File: config.mk
export PLATFORM = sky130hd
export DESIGN_NAME = peripheral_pin_router
export DESIGN_NICKNAME = d
export VERILOG_FILES = /design/src/common/pin_router_pkg.sv /design/src/logic/peripheral_pin_router.sv /design/src/logic/pin_sync.sv /design/src/logic/route_group.sv
export SDC_FILE = /design/constraint.sdc
export NUM_CORES = 1
export LEC_CHECK = 0
export BUFFER_PORTS_ARGS = -buffer_cell sky130_fd_sc_hd__buf_2
export CAP_MARGIN = 20
export CORE_UTILIZATION = 46
export CTS_BUF_LIST = sky130_fd_sc_hd__clkbuf_8 sky130_fd_sc_hd__clkbuf_16
export CTS_CLUSTER_SIZE = 12
export DETAILED_ROUTE_END_ITERATION = 10
export HOLD_SLACK_MARGIN = 0.03
export PLACE_DENSITY = 0.88
export RECOVER_POWER = 25
export SYNTH_ARGS = -nofsm -noshare
export SYNTH_HDL_FRONTEND = slang
export SYNTH_SLANG_ARGS = --single-unit
File: constraint.sdc
create_clock -name clk_i -period 2.15 [get_ports clk_i]
set_clock_uncertainty 0.2 [all_clocks]
set_input_delay 0.215 -clock clk_i [delete_from_list [all_inputs] [get_ports clk_i]]
set_output_delay 0.215 -clock clk_i [all_outputs]
set_load 0.01 [all_outputs]
File: src/common/pin_router_pkg.sv
// Constants shared by the peripheral pin router files
package pin_router_pkg;

   // ---------------------------------------------------------------
   // Bus geometry
   // ---------------------------------------------------------------
   localparam int ADR_W = 5;
   localparam int DAT_W = 32;
   localparam int REG_W = 8;
   localparam int IDX_W = 3;

   // Register index; byte address is four times the index
   localparam logic [IDX_W-1:0] IDX_CTRL_A = 3'h0;
   localparam logic [IDX_W-1:0] IDX_CTRL_B = 3'h1;
   localparam logic [IDX_W-1:0] IDX_CTRL_C = 3'h2;
   localparam logic [IDX_W-1:0] IDX_CTRL_D = 3'h3;

   // ---------------------------------------------------------------
   // Reset values and writable bits
   // ---------------------------------------------------------------
   localparam logic [REG_W-1:0] CTRL_RESET = 8'h00;
   localparam logic [REG_W-1:0] CTRL_A_MASK = 8'h37;
   localparam logic [REG_W-1:0] CTRL_B_MASK = 8'h15;
   localparam logic [REG_W-1:0] CTRL_C_MASK = 8'h3f;
   localparam logic [REG_W-1:0] CTRL_D_MASK = 8'h03;

   // ---------------------------------------------------------------
   // Field positions
   // ---------------------------------------------------------------
   localparam int A_LOGIC_TABLE_ONE_ALT_BIT = 5;
   localparam int A_LOGIC_TABLE_ZERO_ALT_BIT = 4;
   localparam int A_EVENT_LSB = 0;
   localparam int B_TWO_WIRE_BIT = 4;
   localparam int B_SPI_BIT = 2;
   localparam int B_USART_BIT = 0;
   localparam int C_WAVE_LO_LSB = 0;
   localparam int C_WAVE_HI_LSB = 3;
   localparam int D_TB_LSB = 0;

   // ---------------------------------------------------------------
   // Line counts per group
   // ---------------------------------------------------------------
   localparam int EVENT_LINES = 3;
   localparam int LUT_LINES = 2;
   localparam int TWI_LINES = 2;
   localparam int SPI_LINES = 4;
   localparam int USART_LINES = 4;
   localparam int WAVE_LINES = 6;
   localparam int WAVE_HALF = 3;
   localparam int TB_LINES = 2;
   localparam int SYNC_W = 2 * (TWI_LINES + SPI_LINES + USART_LINES);

endpackage

File: src/logic/peripheral_pin_router.sv
// Peripheral pin router: Wishbone control registers and pin steering

// ------------------------------------------------------------------
// Function
// ------------------------------------------------------------------
// Function
// - Control A bit 5 moves logic table one output to its alternative pin.
// - Control A bit 4 moves logic table zero output to its alternative pin.
// - Control A bits 2..0 enable event pins two, one, zero; off when clear.
// - Control B bit 4 moves two-wire signals to alternative pins.
// - Control B bit 2 moves SPI signals to alternative pins.
// - Control B bit 0 moves USART signals to alternative pins.
// - Control C bits 5..3 move timer A outputs 5..3, split mode only.
// - Control C bits 2..0 move timer A outputs 2..0, both modes.
// - Control D bit 1 moves second timer B output to its alternative pin.
// - Control D bit 0 moves first timer B output to its alternative pin.
module peripheral_pin_router
   import pin_router_pkg::*;
(
   input wire logic clk_i,
   input wire logic rst_i,
   // Wishbone slave
   input wire logic wb_cyc_i,
   input wire logic wb_stb_i,
   input wire logic wb_we_i,
   input wire logic [ADR_W-1:0] wb_adr_i,
   input wire logic [DAT_W-1:0] wb_dat_i,
   input wire logic [3:0] wb_sel_i,
   output logic [DAT_W-1:0] wb_dat_o,
   output logic wb_ack_o,
   // Event outputs
   input wire logic [EVENT_LINES-1:0] event_i,
   output logic [EVENT_LINES-1:0] event_pin_o,
   output logic [EVENT_LINES-1:0] event_pin_oe_o,
   // Logic table outputs, bit 0 is table zero
   input wire logic [LUT_LINES-1:0] lut_out_i,
   output logic [LUT_LINES-1:0] lut_def_o,
   output logic [LUT_LINES-1:0] lut_def_oe_o,
   output logic [LUT_LINES-1:0] lut_alt_o,
   output logic [LUT_LINES-1:0] lut_alt_oe_o,
   // Two-wire interface, open drain: out, enable, pin input
   input wire logic [TWI_LINES-1:0] twi_out_i,
   input wire logic [TWI_LINES-1:0] twi_oe_i,
   output logic [TWI_LINES-1:0] twi_in_o,
   input wire logic [TWI_LINES-1:0] twi_def_in_i,
   output logic [TWI_LINES-1:0] twi_def_o,
   output logic [TWI_LINES-1:0] twi_def_oe_o,
   input wire logic [TWI_LINES-1:0] twi_alt_in_i,
   output logic [TWI_LINES-1:0] twi_alt_o,
   output logic [TWI_LINES-1:0] twi_alt_oe_o,
   // SPI
   input wire logic [SPI_LINES-1:0] spi_out_i,
   input wire logic [SPI_LINES-1:0] spi_oe_i,
   output logic [SPI_LINES-1:0] spi_in_o,
   input wire logic [SPI_LINES-1:0] spi_def_in_i,
   output logic [SPI_LINES-1:0] spi_def_o,
   output logic [SPI_LINES-1:0] spi_def_oe_o,
   input wire logic [SPI_LINES-1:0] spi_alt_in_i,
   output logic [SPI_LINES-1:0] spi_alt_o,
   output logic [SPI_LINES-1:0] spi_alt_oe_o,
   // USART
   input wire logic [USART_LINES-1:0] usart_out_i,
   input wire logic [USART_LINES-1:0] usart_oe_i,
   output logic [USART_LINES-1:0] usart_in_o,
   input wire logic [USART_LINES-1:0] usart_def_in_i,
   output logic [USART_LINES-1:0] usart_def_o,
   output logic [USART_LINES-1:0] usart_def_oe_o,
   input wire logic [USART_LINES-1:0] usart_alt_in_i,
   output logic [USART_LINES-1:0] usart_alt_o,
   output logic [USART_LINES-1:0] usart_alt_oe_o,
   // Timer A waveforms
   input wire logic timer_a_split_i,
   input wire logic [WAVE_LINES-1:0] wave_i,
   input wire logic [WAVE_LINES-1:0] wave_oe_i,
   output logic [WAVE_LINES-1:0] wave_def_o,
   output logic [WAVE_LINES-1:0] wave_def_oe_o,
   output logic [WAVE_LINES-1:0] wave_alt_o,
   output logic [WAVE_LINES-1:0] wave_alt_oe_o,
   // Timer B outputs, bit 0 is the first timer
   input wire logic [TB_LINES-1:0] tb_out_i,
   input wire logic [TB_LINES-1:0] tb_oe_i,
   output logic [TB_LINES-1:0] tb_def_o,
   output logic [TB_LINES-1:0] tb_def_oe_o,
   output logic [TB_LINES-1:0] tb_alt_o,
   output logic [TB_LINES-1:0] tb_alt_oe_o
);

   // ---------------------------------------------------------------
   // State
   // ---------------------------------------------------------------
   typedef struct packed {
      logic [REG_W-1:0] ctrl_a;
      logic [REG_W-1:0] ctrl_b;
      logic [REG_W-1:0] ctrl_c;
      logic [REG_W-1:0] ctrl_d;
      logic ack;
      logic [DAT_W-1:0] rdata;
      logic [EVENT_LINES-1:0] ev_out;
      logic [EVENT_LINES-1:0] ev_oe;
   } router_state_t;

   router_state_t st_r;
   router_state_t st_nxt;

   logic [IDX_W-1:0] idx;
   logic req;

   // ---------------------------------------------------------------
   // Register decode
   // ---------------------------------------------------------------
   function automatic logic [REG_W-1:0] reg_mask(input logic [IDX_W-1:0] i);
      case (i)
         IDX_CTRL_A: reg_mask = CTRL_A_MASK;
         IDX_CTRL_B: reg_mask = CTRL_B_MASK;
         IDX_CTRL_C: reg_mask = CTRL_C_MASK;
         IDX_CTRL_D: reg_mask = CTRL_D_MASK;
         default: reg_mask = 8'h00;
      endcase
   endfunction

   function automatic logic [REG_W-1:0] reg_read(
      input logic [IDX_W-1:0] i,
      input router_state_t s
   );
      case (i)
         IDX_CTRL_A: reg_read = s.ctrl_a;
         IDX_CTRL_B: reg_read = s.ctrl_b;
         IDX_CTRL_C: reg_read = s.ctrl_c;
         IDX_CTRL_D: reg_read = s.ctrl_d;
         default: reg_read = 8'h00;
      endcase
   endfunction

   assign idx = wb_adr_i[ADR_W-1:2];
   // Not yet acknowledged: one answer per request
   assign req = wb_cyc_i & wb_stb_i & ~st_r.ack;

   // ---------------------------------------------------------------
   // Event pin enables
   // ---------------------------------------------------------------
   logic [EVENT_LINES-1:0] ev_en;

   for (genvar g = 0; g < EVENT_LINES; g++) begin : g_event_en
      assign ev_en[g] = st_r.ctrl_a[A_EVENT_LSB + g];
   end

   // ---------------------------------------------------------------
   // Bus slave and event gating
   // ---------------------------------------------------------------
   always_comb begin
      logic [REG_W-1:0] wbyte;
      logic wr;
      logic rd;
      wbyte = wb_dat_i[REG_W-1:0] & reg_mask(idx);
      wr = req & wb_we_i & wb_sel_i[0];
      rd = req & ~wb_we_i;
      st_nxt = st_r;
      // Ack gates its own request, so a held request is answered every second cycle
      st_nxt.ack = req;
      st_nxt.rdata = '0;
      if (rd) begin
         st_nxt.rdata = {24'h000000, reg_read(idx, st_r)};
      end
      if (wr) begin
         case (idx)
            IDX_CTRL_A: st_nxt.ctrl_a = wbyte;
            IDX_CTRL_B: st_nxt.ctrl_b = wbyte;
            IDX_CTRL_C: st_nxt.ctrl_c = wbyte;
            IDX_CTRL_D: st_nxt.ctrl_d = wbyte;
            default: st_nxt.ctrl_a = st_r.ctrl_a;
         endcase
      end
      // Disabled event pins are released and held low
      st_nxt.ev_oe = ev_en;
      st_nxt.ev_out = event_i & ev_en;
   end

   // ---------------------------------------------------------------
   // State register
   // ---------------------------------------------------------------
   always_ff @(posedge clk_i) begin
      if (rst_i) begin
         st_r <= '0;
      end else begin
         st_r <= st_nxt;
      end
   end

   // ---------------------------------------------------------------
   // Outputs
   // ---------------------------------------------------------------
   assign wb_ack_o = st_r.ack;
   assign wb_dat_o = st_r.rdata;
   assign event_pin_o = st_r.ev_out;
   assign event_pin_oe_o = st_r.ev_oe;

   // ---------------------------------------------------------------
   // Selections
   // ---------------------------------------------------------------
   // Both pins of a pair follow one registered select bit,
   // so this block never drives the two pins of a pair at once.
   logic [LUT_LINES-1:0] lut_sel;
   logic [WAVE_LINES-1:0] wave_sel;
   logic [TWI_LINES-1:0] twi_sel;
   logic [SPI_LINES-1:0] spi_sel;
   logic [USART_LINES-1:0] usart_sel;
   logic [TB_LINES-1:0] tb_sel;

   assign lut_sel[1] = st_r.ctrl_a[A_LOGIC_TABLE_ONE_ALT_BIT];
   assign lut_sel[0] = st_r.ctrl_a[A_LOGIC_TABLE_ZERO_ALT_BIT];
   assign twi_sel = {TWI_LINES{st_r.ctrl_b[B_TWO_WIRE_BIT]}};
   assign spi_sel = {SPI_LINES{st_r.ctrl_b[B_SPI_BIT]}};
   assign usart_sel = {USART_LINES{st_r.ctrl_b[B_USART_BIT]}};
   assign tb_sel = st_r.ctrl_d[D_TB_LSB +: TB_LINES];

   for (genvar g = 0; g < WAVE_HALF; g++) begin : g_wave_sel
      assign wave_sel[g] = st_r.ctrl_c[C_WAVE_LO_LSB + g];
      // Upper waveforms stay on default pins in normal mode
      assign wave_sel[WAVE_HALF + g] = st_r.ctrl_c[C_WAVE_HI_LSB + g] & timer_a_split_i;
   end

   // ---------------------------------------------------------------
   // Pin input synchronisers
   // ---------------------------------------------------------------
   logic [SYNC_W-1:0] pins_raw;
   logic [SYNC_W-1:0] pins_sync;

   // Pin levels come from the port logic, outside this clock's timing
   assign pins_raw = {usart_alt_in_i, usart_def_in_i, spi_alt_in_i, spi_def_in_i,
      twi_alt_in_i, twi_def_in_i};

   pin_sync #(
      .WIDTH(SYNC_W)
   ) u_pin_sync (
      .clk_i(clk_i),
      .rst_i(rst_i),
      .async_i(pins_raw),
      .sync_o(pins_sync)
   );

   // ---------------------------------------------------------------
   // Routing groups
   // ---------------------------------------------------------------
   // Table outputs have no enable of their own: the chosen pin drives whenever out of reset
   route_group #(
      .LINES(LUT_LINES)
   ) u_lut (
      .clk_i(clk_i),
      .rst_i(rst_i),
      .sel_i(lut_sel),
      .periph_out_i(lut_out_i),
      .periph_oe_i({LUT_LINES{1'b1}}),
      .def_in_i('0),
      .alt_in_i('0),
      .periph_in_o(),
      .def_out_o(lut_def_o),
      .def_oe_o(lut_def_oe_o),
      .alt_out_o(lut_alt_o),
      .alt_oe_o(lut_alt_oe_o)
   );

   route_group #(
      .LINES(TWI_LINES)
   ) u_twi (
      .clk_i(clk_i),
      .rst_i(rst_i),
      .sel_i(twi_sel),
      .periph_out_i(twi_out_i),
      .periph_oe_i(twi_oe_i),
      .def_in_i(pins_sync[0 +: TWI_LINES]),
      .alt_in_i(pins_sync[TWI_LINES +: TWI_LINES]),
      .periph_in_o(twi_in_o),
      .def_out_o(twi_def_o),
      .def_oe_o(twi_def_oe_o),
      .alt_out_o(twi_alt_o),
      .alt_oe_o(twi_alt_oe_o)
   );

   route_group #(
      .LINES(SPI_LINES)
   ) u_spi (
      .clk_i(clk_i),
      .rst_i(rst_i),
      .sel_i(spi_sel),
      .periph_out_i(spi_out_i),
      .periph_oe_i(spi_oe_i),
      .def_in_i(pins_sync[2*TWI_LINES +: SPI_LINES]),
      .alt_in_i(pins_sync[2*TWI_LINES+SPI_LINES +: SPI_LINES]),
      .periph_in_o(spi_in_o),
      .def_out_o(spi_def_o),
      .def_oe_o(spi_def_oe_o),
      .alt_out_o(spi_alt_o),
      .alt_oe_o(spi_alt_oe_o)
   );

   route_group #(
      .LINES(USART_LINES)
   ) u_usart (
      .clk_i(clk_i),
      .rst_i(rst_i),
      .sel_i(usart_sel),
      .periph_out_i(usart_out_i),
      .periph_oe_i(usart_oe_i),
      .def_in_i(pins_sync[2*(TWI_LINES+SPI_LINES) +: USART_LINES]),
      .alt_in_i(pins_sync[2*(TWI_LINES+SPI_LINES)+USART_LINES +: USART_LINES]),
      .periph_in_o(usart_in_o),
      .def_out_o(usart_def_o),
      .def_oe_o(usart_def_oe_o),
      .alt_out_o(usart_alt_o),
      .alt_oe_o(usart_alt_oe_o)
   );

   // Output-only groups: pin inputs unused
   route_group #(
      .LINES(WAVE_LINES)
   ) u_wave (
      .clk_i(clk_i),
      .rst_i(rst_i),
      .sel_i(wave_sel),
      .periph_out_i(wave_i),
      .periph_oe_i(wave_oe_i),
      .def_in_i('0),
      .alt_in_i('0),
      .periph_in_o(),
      .def_out_o(wave_def_o),
      .def_oe_o(wave_def_oe_o),
      .alt_out_o(wave_alt_o),
      .alt_oe_o(wave_alt_oe_o)
   );

   route_group #(
      .LINES(TB_LINES)
   ) u_tb (
      .clk_i(clk_i),
      .rst_i(rst_i),
      .sel_i(tb_sel),
      .periph_out_i(tb_out_i),
      .periph_oe_i(tb_oe_i),
      .def_in_i('0),
      .alt_in_i('0),
      .periph_in_o(),
      .def_out_o(tb_def_o),
      .def_oe_o(tb_def_oe_o),
      .alt_out_o(tb_alt_o),
      .alt_oe_o(tb_alt_oe_o)
   );

endmodule

File: src/logic/pin_sync.sv
// Two-flop synchroniser for pin inputs
module pin_sync #(
   parameter int WIDTH = 1
) (
   input wire logic clk_i,
   input wire logic rst_i,
   input wire logic [WIDTH-1:0] async_i,
   output logic [WIDTH-1:0] sync_o
);

   typedef struct packed {
      logic [WIDTH-1:0] meta;
      logic [WIDTH-1:0] sync;
   } sync_state_t;

   sync_state_t st_r;
   sync_state_t st_nxt;

   // First stage feeds only the second stage
   always_comb begin
      st_nxt = st_r;
      st_nxt.meta = async_i;
      st_nxt.sync = st_r.meta;
   end

   always_ff @(posedge clk_i) begin
      if (rst_i) begin
         st_r <= '0;
      end else begin
         st_r <= st_nxt;
      end
   end

   assign sync_o = st_r.sync;

endmodule

File: src/logic/route_group.sv
// Default/alternative pin steering for a group of peripheral lines
module route_group #(
   parameter int LINES = 1
) (
   input wire logic clk_i,
   input wire logic rst_i,
   input wire logic [LINES-1:0] sel_i,
   input wire logic [LINES-1:0] periph_out_i,
   input wire logic [LINES-1:0] periph_oe_i,
   input wire logic [LINES-1:0] def_in_i,
   input wire logic [LINES-1:0] alt_in_i,
   output logic [LINES-1:0] periph_in_o,
   output logic [LINES-1:0] def_out_o,
   output logic [LINES-1:0] def_oe_o,
   output logic [LINES-1:0] alt_out_o,
   output logic [LINES-1:0] alt_oe_o
);

   typedef struct packed {
      logic [LINES-1:0] def_out;
      logic [LINES-1:0] def_oe;
      logic [LINES-1:0] alt_out;
      logic [LINES-1:0] alt_oe;
      logic [LINES-1:0] periph_in;
   } route_state_t;

   route_state_t st_r;
   route_state_t st_nxt;

   // Unselected pin is released, with its output and enable both held low
   always_comb begin
      st_nxt = st_r;
      st_nxt.def_out = periph_out_i & ~sel_i;
      st_nxt.def_oe = periph_oe_i & ~sel_i;
      st_nxt.alt_out = periph_out_i & sel_i;
      st_nxt.alt_oe = periph_oe_i & sel_i;
      st_nxt.periph_in = (alt_in_i & sel_i) | (def_in_i & ~sel_i);
   end

   always_ff @(posedge clk_i) begin
      if (rst_i) begin
         st_r <= '0;
      end else begin
         st_r <= st_nxt;
      end
   end

   assign def_out_o = st_r.def_out;
   assign def_oe_o = st_r.def_oe;
   assign alt_out_o = st_r.alt_out;
   assign alt_oe_o = st_r.alt_oe;
   assign periph_in_o = st_r.periph_in;

endmodule

==> impl_metrics.env <==
export IMPL_rr_startpoint="wb_ack_o$_SDFF_PP0_"
export IMPL_synth_top_area_share_pct=62.9
export IMPL_clock_path_buffers=2
export IMPL_rows=38
export IMPL_hold_class="in -> reg"
export IMPL_numCtsBuffers=17
export IMPL_fmax_mhz=512
export IMPL_cts_sinks=167
export IMPL_cp_data_arrival_time_ns=2.06
export IMPL_cpMaxStageDelayCell="or4_1"
export IMPL_cts_setup_buffers=0
export IMPL_yosysSeqAreaShare_pct=62.9
export IMPL_die_area_um2=12000
export IMPL_r2r_setup_slack_ns=0.20
export IMPL_cp_cell_sequence="dlygate4sd3_1 > buf_2 > nand4bb_1 > or4_1 > mux2_4"
export IMPL_drt_initial_drc_count=143
export IMPL_outcome="complete, no violations"
export IMPL_r2r_cells=3
export IMPL_grt_pass1_vias=4026
export IMPL_synth_cell_type_count=31
export IMPL_drt_pass1_iter_count=4
export IMPL_r2r_end="lut_sel[1]$_SDFFE_PP0P_"
export IMPL_peakVddDrop_mv=0.855
export IMPL_required_ns=2.26
export IMPL_cts_tree="built"
export IMPL_core_area_um2=11000
export IMPL_whs_path_depth=4
export IMPL_start_kind="input port"
export IMPL_worstSkewPairLatency_ns=0.42
export IMPL_yosys_area_top_type="dfxtp_1"
export IMPL_ys_top_cells_by_count="dfxtp_1 (167), and2_1 (56), nor2b_1 (56)"
export IMPL_max_cap_violations=0
export IMPL_path_clk_slew_ns=0.06
export IMPL_drc=0
export IMPL_overflow=0
export IMPL_path_delay_family="simple AND/OR/NAND/NOR gates"
export IMPL_post_synth_main_area_contributors="dfxtp_1 (63%), and2_1 (6.6%), nor2b_1 (6.6%)"
export IMPL_htreeDepth=4
export IMPL_dp_final_hpwl_um=7650
export IMPL_pwr_density_cell_nw_per_um2=897
export IMPL_grtUsageTotal_pct=21.2
export IMPL_wl_per_cell_um=14.3
export IMPL_grt_start_max_net_pins=51
export IMPL_syn_cell_area_um2=5320
export IMPL_via_per_inst=4.65
export IMPL_power_total_mw=6.70
export IMPL_hold_violations=0
export IMPL_postRouteAntennaNets=0
export IMPL_cp_max_fo=6
export IMPL_layout_setup_ws_ns=0.196
export IMPL_ios=237
export IMPL_p_leak_nw=3.34
export IMPL_relSlewSlack_pct=58.3
export IMPL_grt_setup_unrepaired="no"
export IMPL_period_minus_slack_ns=1.95
export IMPL_hp_start="wb_adr_i[4]"
export IMPL_synthCells=466
export IMPL_yosysWarnings=0
export IMPL_drv_slew=0
export IMPL_start_util_pct=48.2
export IMPL_syn_to_final_growth_pct=40.6
export IMPL_synth_edf_count=0
export IMPL_fin_nets=823
export IMPL_fillers=794
export IMPL_clockRootBuffer="clkbuf_16"
export IMPL_synth_ff_type="dfxtp_1"
export IMPL_diodes=0
export IMPL_via_count=4032
export IMPL_die_w_um=110
export IMPL_utilization_pct=67.8
export IMPL_synth_most_common_cell="dfxtp_1"
export IMPL_antenna_found_initial=0
export IMPL_fin_setup_tns_ns=0
export IMPL_criticalPathCategory="in -> reg"
export IMPL_drt_wl_total_um=12400
export IMPL_finalSetupViolCount=0
export IMPL_end_kind="register"
export IMPL_place_ws_ns=0.258
export IMPL_die_h_um=110
export IMPL_gp_congestion=0.823
export IMPL_syn_avg_cell_area_um2=11.4
export IMPL_portBuffers=179
export IMPL_grt_pass1_wl_um=18900
export IMPL_worst_pin_slew_ns=0.624
export IMPL_finalCritPeriodShare_pct=90.9
export IMPL_hold_end="ev_en[1]$_SDFFE_PP0P_"
export IMPL_ys_async_sr_fraction_pct=0
export IMPL_drive_above_1_share_pct=23.2
export IMPL_ys_ff_latch=167
export IMPL_cpPeakStageDelay_ns=0.70
export IMPL_crit_buf_inv=2
[cell usage in the layout, fill, tap and decap left out, types with 2 or more instances in the layout]
master	synthesis	routed
nand4b_1	2	2
a21oi_1	7	7
clkbuf_1	10	53
dlygate4sd3_1	0	77
buf_4	38	5
nand2_1	4	4
mux2_4	2	2
clkinv_2	0	2
and2_1	56	55
mux2i_1	18	18
clkbuf_8	0	4
buf_2	5	125
nor3_1	7	7
nand3_1	5	5
and3_1	4	4
nor3b_1	11	11
nand2b_1	11	11
mux4_2	6	6
inv_1	12	15
nor2_1	24	24
o21ai_1	8	8
clkbuf_16	0	17
bufinv_16	0	3
nor2b_1	56	56
dfxtp_1	167	167
conb_1	1	26
nor3_2	2	2
[layout make-up]
type / instances / area (um2) / area share [%]
inverters: 12 / 45.0 / 0.602
multi-input cells: 257 / 1670 / 22.4
well taps: 140 / 175 / 2.34
flip-flops and latches: 167 / 3340 / 44.7
clock buffers: 21 / 480 / 6.43
clock inverters: 10 / 128 / 1.71
repair buffers: 260 / 1630 / 21.8
[routing by layer]
layer | share of wire (%) | wire length, um | track usage, %
met1 | 37 | 4640 | 21.3
met5 | 0 | 0 | 0
met3 | 6.4 | 796 | 6.99
met2 | 54 | 6680 | 39.2
met4 | 2.5 | 306 | 9.71
[sequential cells by signal, indices dropped and copies added (netlist names), 6 cells and up]
name	count
u_wave.def_out_o	6
wb_dat_o	6
u_wave.alt_out_o	6
u_pin_sync.st_nxt	20
u_pin_sync.sync_o	20
u_wave.def_oe_o	6
u_wave.alt_oe_o	6
st_r	18
[where the power goes]
group	switching, mW	internal [mW]
clock	1.16	1.93
sequential	0.0234	3.18
combinational	0.196	0.220
total	1.38	5.33
[worst max-delay path by stage]
stage | start | to | cells past startpoint
2_1_floorplan | wb_ack_o$_SDFF_PP0_ | ev_en[0]$_SDFFE_PP0P_ | 4
3_3_place_gp | wb_adr_i[4] | lut_sel[1]$_SDFFE_PP0P_ | 4
3_5_place_dp | wb_adr_i[4] | lut_sel[1]$_SDFFE_PP0P_ | 4
4_1_cts | wb_stb_i | st_r[47]$_SDFFE_PP0P_ | 6
5_1_grt | wb_stb_i | st_r[52]$_SDFFE_PP0P_ | 6
6_report | wb_stb_i | lut_sel[1]$_SDFFE_PP0P_ | 5
[logic make-up after synthesis]
group | after synthesis | share of synthesized area, %
AND/OR/NAND/NOR | 189 | 21.5
multiplexers | 26 | 6.50
AO/OA/AOI/OAI | 16 | 1.51
buffers and inverters | 67 | 7.53
flip-flops | 167 | 62.9
other | 1 | 0.0705
[per-stage QoR]
step / instances / hold WS (ns) / cell area [um2]
after floorplan: 491 / 0.109 / 5410
after global placement: 759 / 0.217 / 6160
after global routing: 867 / 0.0776 / 7480
after detailed placement: 759 / 0.225 / 6160
after CTS: 867 / 0.0411 / 7540
final: 867 / 0.0846 / 7480
[timing repair]
action,CTS,global route
hold buffers,77,0
hold endpoints to repair,116,0
gates resized for setup,0,1
endpoints found under the setup margin,0,2
[worst register-to-register path: stages (launching register included)]
cell	delay, ns
dfxtp_1	0.34
nand4bb_1	0.25
or4_1	0.70
mux2_4	0.36
(Power assumes the default switching activity.)
